$ cat src/include/csm_pkg.sv
// Shared constants and types for the clocked serial mode control block
package csm_pkg;
  // Printed register indices; byte address is four times the index
  localparam logic [31:0] MODE_IDX_CH0 = 32'hFFFFF2A2;
  localparam logic [31:0] MODE_IDX_CH1 = 32'hFFFFF2B2;
  localparam logic [31:0] MODE_IDX_CH3 = 32'hFFFFF2D2;
  localparam int ADDR_W = 16;
  // Offsets of the other registers from the mode register address
  localparam logic [15:0] OFS_MODE = 16'h0000;
  localparam logic [15:0] OFS_CLKSEL = 16'h0004;
  localparam logic [15:0] OFS_DATA = 16'h0008;
  localparam logic [15:0] OFS_STATUS = 16'h000C;
  localparam logic [15:0] OFS_SET = 16'h0010;
  localparam logic [15:0] OFS_CLR = 16'h0014;
  // Mode register fields, and the top clock select bit of the clock select register
  localparam int BIT_ENABLE = 7;
  localparam int BIT_RXONLY = 2;
  localparam int BIT_CLK_MID = 1;
  localparam int BIT_CLK_LOW = 0;
  localparam int BIT_CLK_HIGH = 0;
  localparam logic [7:0] MODE_MASK = 8'h87;
  // Values after reset
  localparam logic [7:0] MODE_RESET = 8'h00;
  localparam logic [7:0] CLKSEL_RESET = 8'h00;
  localparam logic [7:0] SHIFT_RESET = 8'h00;
  // Transfer and buffer sizes
  localparam logic [3:0] BITS_PER_XFER = 4'h8;
  localparam int DATA_W = 8;
  localparam int FIFO_DEPTH = 16;
  // Half periods of the internal clock, as masks of the divider count
  localparam logic [5:0] HALF_MASK_DIV8 = 6'h03;
  localparam logic [5:0] HALF_MASK_DIV16 = 6'h07;
  localparam logic [5:0] HALF_MASK_DIV32 = 6'h0F;
  localparam logic [5:0] HALF_MASK_DIV64 = 6'h1F;
  // Bus responses
  localparam logic [1:0] RESP_OKAY = 2'h0;
  localparam logic [1:0] RESP_SLVERR = 2'h2;

  typedef enum logic [2:0] {
    CLK_EXT = 3'b000,
    CLK_TIMER = 3'b001,
    CLK_DIV8 = 3'b010,
    CLK_DIV16 = 3'b011,
    CLK_BAD4 = 3'b100,
    CLK_BAD5 = 3'b101,
    CLK_DIV32 = 3'b110,
    CLK_DIV64 = 3'b111
  } csm_clk_t;

  typedef enum logic [0:0] {
    ST_IDLE = 1'b0,
    ST_SHIFT = 1'b1
  } csm_state_t;
endpackage : csm_pkg

$ cat src/csm_fifo.sv
// Transmit byte buffer with valid/ready on both sides
`timescale 1ns/1ps
module csm_fifo #(
  parameter int WIDTH = 8,
  parameter int DEPTH = 16
) (
  input wire logic clk,
  input wire logic resetn,
  input wire logic [WIDTH-1:0] in_data,
  input wire logic in_valid,
  output logic in_ready,
  output logic [WIDTH-1:0] out_data,
  output logic out_valid,
  input wire logic out_ready,
  output logic [$clog2(DEPTH):0] count
);
  localparam int PW = $clog2(DEPTH);
  logic [WIDTH-1:0] mem [DEPTH];
  logic [PW:0] wr_ptr_reg, wr_ptr_next, rd_ptr_reg, rd_ptr_next;
  logic push, pop;

  // Full and empty come straight from the pointer distance
  assign count = wr_ptr_reg - rd_ptr_reg;
  assign in_ready = (count != (PW+1)'(DEPTH));
  assign out_valid = (count != '0);
  assign out_data = mem[rd_ptr_reg[PW-1:0]];
  assign push = in_valid && in_ready;
  assign pop = out_valid && out_ready;

  // Pointer advance
  always_comb begin
    wr_ptr_next = push ? wr_ptr_reg + 1'b1 : wr_ptr_reg;
    rd_ptr_next = pop ? rd_ptr_reg + 1'b1 : rd_ptr_reg;
  end

  always_ff @(posedge clk or negedge resetn) begin
    if (!resetn) begin
      wr_ptr_reg <= '0;
      rd_ptr_reg <= '0;
    end else begin
      wr_ptr_reg <= wr_ptr_next;
      rd_ptr_reg <= rd_ptr_next;
    end
  end

  // Storage has no reset; only slots below the write pointer are read
  always_ff @(posedge clk) begin
    if (push) begin
      mem[wr_ptr_reg[PW-1:0]] <= in_data;
    end
  end
endmodule : csm_fifo

$ cat src/csm_top.sv
// One clocked serial channel: mode registers, AXI4-Lite slave and shift engine
//
// Overview of operation
// - Reset clears the mode register: channel off, transmit/receive mode.
// - Mode register takes byte writes and masked set or clear writes of one or more bits.
// - Enable low stops shifting, clears bit counter, hands pins to port use.
// - Mode bit low: write starts, output driven; high: read starts, output released.
// - Clock code picks external pin, or internal clock over 8, 16, 32, 64.
// - Clock code 001 uses timer two, or timer three on channel one.
// - Separate clock select register holds the top clock select bit.
// - Reset clears the clock select register.
// - A channel is either stopped or running three-wire transfers.
// - Each transfer moves eight bits, MSB first, receiving, and sending together except in receive-only mode.
// - Enabled channel starts on the selected access; shift register resets to zero.
`timescale 1ns/1ps
module csm_top #(
  parameter int CHAN = 0
) (
  input wire logic clk,
  input wire logic resetn,
  input wire logic [15:0] s_axi_awaddr,
  input wire logic s_axi_awvalid,
  output logic s_axi_awready,
  input wire logic [31:0] s_axi_wdata,
  input wire logic [3:0] s_axi_wstrb,
  input wire logic s_axi_wvalid,
  output logic s_axi_wready,
  output logic [1:0] s_axi_bresp,
  output logic s_axi_bvalid,
  input wire logic s_axi_bready,
  input wire logic [15:0] s_axi_araddr,
  input wire logic s_axi_arvalid,
  output logic s_axi_arready,
  output logic [31:0] s_axi_rdata,
  output logic [1:0] s_axi_rresp,
  output logic s_axi_rvalid,
  input wire logic s_axi_rready,
  input wire logic serial_clock_pin_in,
  output logic serial_clock_pin_out,
  output logic serial_clock_pin_oe,
  output logic serial_out_pin_out,
  output logic serial_out_pin_oe,
  input wire logic serial_in_pin,
  input wire logic timer_two_output,
  input wire logic timer_three_output,
  output logic port_function
);
  localparam logic [31:0] MODE_IDX = (CHAN == 1) ? csm_pkg::MODE_IDX_CH1 :
                                     (CHAN == 3) ? csm_pkg::MODE_IDX_CH3 : csm_pkg::MODE_IDX_CH0;
  localparam logic [15:0] BASE_ADDR = {MODE_IDX[13:0], 2'b00};

  // Word address match against one register of this channel
  function automatic logic reg_hit(input logic [15:0] a, input logic [15:0] ofs);
    logic [15:0] target;
    target = BASE_ADDR + ofs;
    return a[15:2] == target[15:2];
  endfunction : reg_hit

  // Internal sources drive the clock pin; the external source is sampled from it
  function automatic logic is_master(input csm_pkg::csm_clk_t c);
    return c != csm_pkg::CLK_EXT;
  endfunction : is_master

  // Half-period mask per divided source, zero where no divider applies
  function automatic logic [5:0] half_mask(input csm_pkg::csm_clk_t c);
    unique case (c)
      csm_pkg::CLK_DIV8: return csm_pkg::HALF_MASK_DIV8;
      csm_pkg::CLK_DIV16: return csm_pkg::HALF_MASK_DIV16;
      csm_pkg::CLK_DIV32: return csm_pkg::HALF_MASK_DIV32;
      csm_pkg::CLK_DIV64: return csm_pkg::HALF_MASK_DIV64;
      default: return 6'h00;
    endcase
  endfunction : half_mask

  logic [7:0] mode_reg, mode_next, clksel_reg, clksel_next;
  logic aw_hold_reg, aw_hold_next, w_hold_reg, w_hold_next;
  logic [15:0] awaddr_reg, awaddr_next;
  logic [31:0] w_data_reg, w_data_next;
  logic [3:0] w_strb_reg, w_strb_next;
  logic bvalid_reg, bvalid_next;
  logic [1:0] bresp_reg, bresp_next;
  logic rvalid_reg, rvalid_next;
  logic [31:0] rdata_reg, rdata_next;
  logic [1:0] rresp_reg, rresp_next;
  csm_pkg::csm_state_t st_reg, st_next;
  logic [3:0] cnt_reg, cnt_next;
  logic [7:0] sh_reg, sh_next;
  logic so_reg, so_next, sck_reg, sck_next, ext_prev_reg, tmr_prev_reg;
  logic [5:0] div_cnt_reg, div_cnt_next;
  logic enable, rx_only, master, wr_go, wr_perform, ar_take, rx_trigger;
  logic [7:0] set_bits;
  csm_pkg::csm_clk_t clk_sel;
  logic timer_level, timer_edge, int_tick, fall, rise, busy;
  logic fifo_in_valid, fifo_in_ready, fifo_out_valid, fifo_out_ready;
  logic [7:0] fifo_out_data;
  logic [4:0] fifo_count;

  // top select bit from the clock select register
  assign clk_sel = csm_pkg::csm_clk_t'({clksel_reg[csm_pkg::BIT_CLK_HIGH],
                                        mode_reg[csm_pkg::BIT_CLK_MID],
                                        mode_reg[csm_pkg::BIT_CLK_LOW]});
  assign enable = mode_reg[csm_pkg::BIT_ENABLE];
  assign rx_only = mode_reg[csm_pkg::BIT_RXONLY];
  assign master = is_master(clk_sel);
  assign busy = (st_reg == csm_pkg::ST_SHIFT);
  assign set_bits = w_data_reg[7:0] & csm_pkg::MODE_MASK;

  // Pin ownership follows enable and mode
  // pins to port use when off
  assign port_function = !enable;
  assign serial_clock_pin_oe = enable && master;
  assign serial_out_pin_oe = enable && !rx_only;
  assign serial_clock_pin_out = sck_reg;
  assign serial_out_pin_out = so_reg;

  // Write channel: address and data held separately, either may come first
  assign s_axi_awready = !aw_hold_reg;
  assign s_axi_wready = !w_hold_reg;
  assign s_axi_bvalid = bvalid_reg;
  assign s_axi_bresp = bresp_reg;
  assign wr_go = aw_hold_reg && w_hold_reg && !bvalid_reg;
  // transmit data only accepted in transmit/receive mode
  assign fifo_in_valid = wr_go && reg_hit(awaddr_reg, csm_pkg::OFS_DATA) && !rx_only
                         && w_strb_reg[0];
  // A full buffer stalls the response, which back-pressures the bus master
  assign wr_perform = wr_go && (!fifo_in_valid || fifo_in_ready);

  always_comb begin
    aw_hold_next = aw_hold_reg;
    awaddr_next = awaddr_reg;
    w_hold_next = w_hold_reg;
    w_data_next = w_data_reg;
    w_strb_next = w_strb_reg;
    bvalid_next = bvalid_reg;
    bresp_next = bresp_reg;
    mode_next = mode_reg;
    clksel_next = clksel_reg;
    if (s_axi_awvalid && !aw_hold_reg) begin
      aw_hold_next = 1'b1;
      awaddr_next = s_axi_awaddr;
    end
    if (s_axi_wvalid && !w_hold_reg) begin
      w_hold_next = 1'b1;
      w_data_next = s_axi_wdata;
      w_strb_next = s_axi_wstrb;
    end
    if (wr_perform) begin
      aw_hold_next = 1'b0;
      w_hold_next = 1'b0;
      bvalid_next = 1'b1;
      bresp_next = csm_pkg::RESP_OKAY;
      if (reg_hit(awaddr_reg, csm_pkg::OFS_MODE)) begin
        // whole byte write; reserved bits dropped
        if (w_strb_reg[0]) mode_next = set_bits;
      end else if (reg_hit(awaddr_reg, csm_pkg::OFS_SET)) begin
        if (w_strb_reg[0]) mode_next = mode_reg | set_bits;
      end else if (reg_hit(awaddr_reg, csm_pkg::OFS_CLR)) begin
        if (w_strb_reg[0]) mode_next = mode_reg & ~set_bits;
      end else if (reg_hit(awaddr_reg, csm_pkg::OFS_CLKSEL)) begin
        // only a byte-lane write updates it
        if (w_strb_reg[0]) clksel_next = {7'h00, w_data_reg[0]};
      end else if (!reg_hit(awaddr_reg, csm_pkg::OFS_DATA)
                   && !reg_hit(awaddr_reg, csm_pkg::OFS_STATUS)) begin
        bresp_next = csm_pkg::RESP_SLVERR;
      end
    end
    if (bvalid_reg && s_axi_bready) bvalid_next = 1'b0;
  end

  always_ff @(posedge clk or negedge resetn) begin
    if (!resetn) begin
      aw_hold_reg <= 1'b0;
      awaddr_reg <= 16'h0000;
      w_hold_reg <= 1'b0;
      w_data_reg <= 32'h00000000;
      w_strb_reg <= 4'h0;
      bvalid_reg <= 1'b0;
      bresp_reg <= csm_pkg::RESP_OKAY;
      mode_reg <= csm_pkg::MODE_RESET;
      clksel_reg <= csm_pkg::CLKSEL_RESET;
    end else begin
      aw_hold_reg <= aw_hold_next;
      awaddr_reg <= awaddr_next;
      w_hold_reg <= w_hold_next;
      w_data_reg <= w_data_next;
      w_strb_reg <= w_strb_next;
      bvalid_reg <= bvalid_next;
      bresp_reg <= bresp_next;
      mode_reg <= mode_next;
      clksel_reg <= clksel_next;
    end
  end

  // Read channel: one read at a time, answered the cycle after it is taken
  assign s_axi_arready = !rvalid_reg;
  assign s_axi_rvalid = rvalid_reg;
  assign s_axi_rdata = rdata_reg;
  assign s_axi_rresp = rresp_reg;
  assign ar_take = s_axi_arvalid && !rvalid_reg;
  // a data read is the receive-only trigger
  assign rx_trigger = ar_take && reg_hit(s_axi_araddr, csm_pkg::OFS_DATA) && rx_only;

  always_comb begin
    rvalid_next = rvalid_reg;
    rdata_next = rdata_reg;
    rresp_next = rresp_reg;
    if (ar_take) begin
      rvalid_next = 1'b1;
      rresp_next = csm_pkg::RESP_OKAY;
      if (reg_hit(s_axi_araddr, csm_pkg::OFS_MODE) || reg_hit(s_axi_araddr, csm_pkg::OFS_SET)
          || reg_hit(s_axi_araddr, csm_pkg::OFS_CLR)) begin
        rdata_next = {24'h000000, mode_reg};
      end else if (reg_hit(s_axi_araddr, csm_pkg::OFS_CLKSEL)) begin
        rdata_next = {24'h000000, clksel_reg};
      end else if (reg_hit(s_axi_araddr, csm_pkg::OFS_DATA)) begin
        rdata_next = {24'h000000, sh_reg};
      end else if (reg_hit(s_axi_araddr, csm_pkg::OFS_STATUS)) begin
        rdata_next = {19'h00000, fifo_count, cnt_reg, 1'b0, !fifo_out_valid, !fifo_in_ready,
                      busy};
      end else begin
        rdata_next = 32'h00000000;
        rresp_next = csm_pkg::RESP_SLVERR;
      end
    end else if (rvalid_reg && s_axi_rready) begin
      rvalid_next = 1'b0;
    end
  end

  always_ff @(posedge clk or negedge resetn) begin
    if (!resetn) begin
      rvalid_reg <= 1'b0;
      rdata_reg <= 32'h00000000;
      rresp_reg <= csm_pkg::RESP_OKAY;
    end else begin
      rvalid_reg <= rvalid_next;
      rdata_reg <= rdata_next;
      rresp_reg <= rresp_next;
    end
  end

  // Transmit bytes wait here until the engine is free
  csm_fifo #(
    .WIDTH(csm_pkg::DATA_W),
    .DEPTH(csm_pkg::FIFO_DEPTH)
  ) u_tx_fifo (
    .clk(clk),
    .resetn(resetn),
    .in_data(w_data_reg[7:0]),
    .in_valid(fifo_in_valid),
    .in_ready(fifo_in_ready),
    .out_data(fifo_out_data),
    .out_valid(fifo_out_valid),
    .out_ready(fifo_out_ready),
    .count(fifo_count)
  );

  // timer source per channel, each level change is a half period
  assign timer_level = (CHAN == 1) ? timer_three_output : timer_two_output;
  assign timer_edge = timer_level != tmr_prev_reg;
  // divider ticks; prohibited codes give no clock at all
  assign int_tick = (clk_sel == csm_pkg::CLK_TIMER) ? timer_edge :
                    (half_mask(clk_sel) != 6'h00) &&
                    ((div_cnt_reg & half_mask(clk_sel)) == half_mask(clk_sel));
  // Master idles high, falls to shift out; slave follows the pin edges
  assign fall = master ? (int_tick && sck_reg) : (ext_prev_reg && !serial_clock_pin_in);
  assign rise = master ? (int_tick && !sck_reg) : (!ext_prev_reg && serial_clock_pin_in);

  // Shift engine
  always_comb begin
    st_next = st_reg;
    cnt_next = cnt_reg;
    sh_next = sh_reg;
    so_next = so_reg;
    sck_next = sck_reg;
    fifo_out_ready = 1'b0;
    div_cnt_next = enable ? div_cnt_reg + 6'h01 : 6'h00;
    if (!enable) begin
      // stopped, counter cleared; no transfers when off
      st_next = csm_pkg::ST_IDLE;
      cnt_next = 4'h0;
      sck_next = 1'b1;
    end else begin
      unique case (st_reg)
        csm_pkg::ST_IDLE: begin
          sck_next = 1'b1;
          // start on the access that fits the mode
          if (!rx_only && fifo_out_valid) begin
            fifo_out_ready = 1'b1;
            sh_next = fifo_out_data;
            so_next = fifo_out_data[7];
            cnt_next = 4'h0;
            st_next = csm_pkg::ST_SHIFT;
          end else if (rx_trigger) begin
            cnt_next = 4'h0;
            st_next = csm_pkg::ST_SHIFT;
          end
        end
        csm_pkg::ST_SHIFT: begin
          // MSB out on fall, input sampled on rise
          if (fall) begin
            if (master) sck_next = 1'b0;
            so_next = sh_reg[7];
          end else if (rise) begin
            if (master) sck_next = 1'b1;
            sh_next = {sh_reg[6:0], serial_in_pin};
            cnt_next = cnt_reg + 4'h1;
            if (cnt_reg == csm_pkg::BITS_PER_XFER - 4'h1) st_next = csm_pkg::ST_IDLE;
          end
        end
      endcase
    end
  end

  always_ff @(posedge clk or negedge resetn) begin
    if (!resetn) begin
      st_reg <= csm_pkg::ST_IDLE;
      cnt_reg <= 4'h0;
      sh_reg <= csm_pkg::SHIFT_RESET;
      so_reg <= 1'b0;
      sck_reg <= 1'b1;
      div_cnt_reg <= 6'h00;
      ext_prev_reg <= 1'b1;
      tmr_prev_reg <= 1'b0;
    end else begin
      st_reg <= st_next;
      cnt_reg <= cnt_next;
      sh_reg <= sh_next;
      so_reg <= so_next;
      sck_reg <= sck_next;
      div_cnt_reg <= div_cnt_next;
      ext_prev_reg <= serial_clock_pin_in;
      tmr_prev_reg <= timer_level;
    end
  end
endmodule : csm_top
$ cat config.mk
export PLATFORM = sky130hd
export DESIGN_NAME = csm_top
export DESIGN_NICKNAME = d
export VERILOG_FILES = /design/src/include/csm_pkg.sv /design/src/csm_fifo.sv /design/src/csm_top.sv
export SDC_FILE = /design/constraint.sdc
export NUM_CORES = 1
export LEC_CHECK = 0
export BUFFER_PORTS_ARGS = -buffer_cell sky130_fd_sc_hd__buf_2
export CAP_MARGIN = 30
export CORE_ASPECT_RATIO = 1.1
export CORE_MARGIN = 10
export CORE_UTILIZATION = 25
export DETAILED_ROUTE_END_ITERATION = 6
export GPL_TIMING_DRIVEN = 0
export PLACE_DENSITY_LB_ADDON = 0.12
export SYNTH_ARGS = -nofsm -noshare
export SYNTH_HDL_FRONTEND = slang
export SYNTH_SLANG_ARGS = --single-unit
$ cat constraint.sdc
create_clock -name clk -period 7.5 [get_ports clk]
set_input_delay 2.25 -clock clk [delete_from_list [all_inputs] [get_ports clk]]
set_output_delay 2.25 -clock clk [all_outputs]
set_load 0.02 [all_outputs]
==> results.ini <==
[finish]
area_growth_pct = 22.43
antennaDiodeCount = 0
final_common_cell = edfxtp_1
drive_gt1_share_pct = 28.80
finalInstanceArea_mm2 = 0.01107
nets = 828
largest_register_ffs = 128
final_core_util_pct = 30.84
fin_cells = 1244
layout_common_cells = edfxtp_1 (128), dfrtp_1 (77), buf_2 (76)

[yosys]
synth_edf_count = 128
synth_xor_area_share_pct = 1.647
async_flop_share_pct = 38.16
synth-adder-area-share_pct = 1.744
postSynthAreaPerCell_um2 = 14.70
muxShareOfSynthArea_pct = 13.58
synth-simple-area-share_pct = 8.428
synth_top_area_share_pct = 42.51
synth_area_mm2 = 0.009041
synth_cell_types = 72
yosysTopAreaCell = edfxtp_1
ys_ff_latch = 207
yosysSeqAreaShare_pct = 64.41
netlist_instances = 615
yosysWarnings = 0
synthTopCellsByArea = edfxtp_1 (43%), dfrtp_1 (21%), mux4_2 (8.0%)
synthFlopType = edfxtp_1
synth_top_family_by_area = multiplexers
synth_compound_area_share_pct = 6.214

[die]
dieArea_mm2 = 0.04418
fp-row-count = 73
ios = 125
core_mm2 = 0.03590
die_y_um = 219.5
initial_core_util_pct = 25.19
die-width_um = 201.3

[global_route]
grt_max_degree = 43
grt_pass1_wl_mm = 35.75
grt_pass1_vias = 5804
antenna_found_initial = 0
overflow = 0
grt.total_usage_pct = 10.37

[route]
drt_iter0_drc = 202
ant_nets = 0
via_per_inst = 4.330
drt_first_pass_iters = 4
drc_errors = 0
wl_mm = 23.23
vias = 5386
wl_per_cell_um = 18.68

[worst_setup_path]
crit_arrival_ns = 4.39
cp-start-kind = register
path_class = reg -> reg
cp_max_fo = 10
cp-end-kind = register
required_ns = 7.75

[timing]
max_clock_freq_ghz = 0.2417
setup_ws_ns = 3.362
rsz0062_at_grt = no
layout_min_cycle_time_ns = 4.138
worstMarginPinSlew_ns = 0.8717
slew_viol_final = 0
maxSlewHeadroom_pct = 41.67
setup-tns-final_ns = 0
finClkSkew_ns = 0.008664
finalHoldViolations = 0
setup_viol = 0
holdWs_ns = 0.4682
timing.final.crit_share_pct = 55.17

[placement]
postPlaceCellArea_mm2 = 0.01013
gp_congestion = 0.7874
io_buffer_count = 70
post-place-ws_ns = 3.249
dp_hpwl_mm = 16.80
placed_cells = 1196

[cts]
cts_tree = yes
cts_buffers = 26
clock_path_buffers = 3
worstSkewPairLatency_ns = 0.54
post_cts_resized = 0
path_clk_slew_ns = 0.06
post_cts_buffers = 0
h-tree-depth = 1
postCtsHoldBufs = 0
cts_sinks = 207
clockRootBuffer = clkbuf_16

[power]
cellLeakagePower_nw = 4.248
powerDensity_mw_per_mm2 = 283.5
comb_power_share_pct = 7.1
p_total_mw = 3.138
pwr-share-seq_pct = 49.9
irDropWorstVdd_mv = 0.1864
clkPwrFrac_pct = 43.0
swShare_pct = 25.22
p_sw_mw = 0.7915
intPower_mw = 2.347

[min_path]
hp-class = reg -> reg

[run]
maxCapViolCount = 0

[run_status]
outcome = complete, no violations

final cells by class:
cell class / instances / area, µm²
plain buffers: 46 / 274.0
clock buffers: 28 / 658.1
clock inverters: 20 / 280.3
fillers: 3610 / 24830
inverters: 22 / 82.58
multi-input cells: 360 / 2942
flip-flops and latches: 207 / 5823
well taps: 487 / 609.3
repair buffers: 74 / 400.4
critical path, cell delays in order, from the launching register on:
cell	delay (ns)
dfrtp_1	0.33
clkbuf_1	0.41
clkbuf_1	0.60
inv_1	0.17
ha_1	0.43
a21oi_1	0.28
a211oi_2	0.12
nor2_1	0.15
o21ba_2	0.15
buf_6	0.12
nand2_1	0.16
nor3_1	0.65
buf_4	0.27
logic make-up after synthesis:
group	Yosys count
compound gates	84
buf+inv	68
flops	207
fa+ha+maj	12
mux	79
xor+xnor	17
simple gates	147
other cells	1
cell usage after synthesis, types with 3 or more instances:
cell      count
xnor2_1      11
mux4_2       32
a22oi_1       8
nand2_1      42
nand2b_1      3
buf_2         6
xor2_1        6
mux2i_1      18
nand3b_1      5
buf_4        21
nor2_1       32
o31ai_1       5
and3_1        4
dfrtp_1      77
a21oi_1      16
clkbuf_1     15
inv_1        20
nor2b_1       5
ha_1         11
o21ai_0      29
edfxtp_1    128
nand3_1       9
mux2_2       28
a211oi_1      3
nand4_1       7
nor3_1       17
final timing paths:
check	start	to	slack (ns)	cells past startpoint
min in group asynchronous	resetn	div_cnt_reg[3]$_DFF_PN0_	1.70	1
worst min register to register	s_axi_rresp[1]$_DFFE_PN0P_	s_axi_rresp[1]$_DFFE_PN0P_	0.47	2
worst max register to register	u_tx_fifo.rd_ptr_reg[2]$_DFFE_PN0P_	u_tx_fifo.mem[1][1]$_DFFE_PP_	3.36	12
worst max-delay path	u_tx_fifo.rd_ptr_reg[2]$_DFFE_PN0P_	u_tx_fifo.mem[1][1]$_DFFE_PP_	3.36	12
worst min-delay path	s_axi_rresp[1]$_DFFE_PN0P_	s_axi_rresp[1]$_DFFE_PN0P_	0.47	2
max in group asynchronous	resetn	serial_clock_pin_out$_DFFE_PN1P_	5.14	2
layer usage:
metal  global-route usage [%]  share of wire (%)  up-vias
li1                         -                  -     2539
met1                    13.49                 46     2698
met2                    17.46                 47      120
met3                    1.939                4.3       29
met4                    2.657                2.2        0
met5                        0                  0        -
power groups by stage:
stage          Clock, mW  Combinational, mW  Sequential, mW
2_1_floorplan          0              0.155            1.51
3_5_place_dp           0              0.225            1.60
3_3_place_gp           0              0.217            1.59
6_report            1.35              0.222            1.57
5_1_grt             1.43              0.248            1.60
4_1_cts             1.38              0.226            1.58
Note: power is estimated with default switching activity, not from simulation.
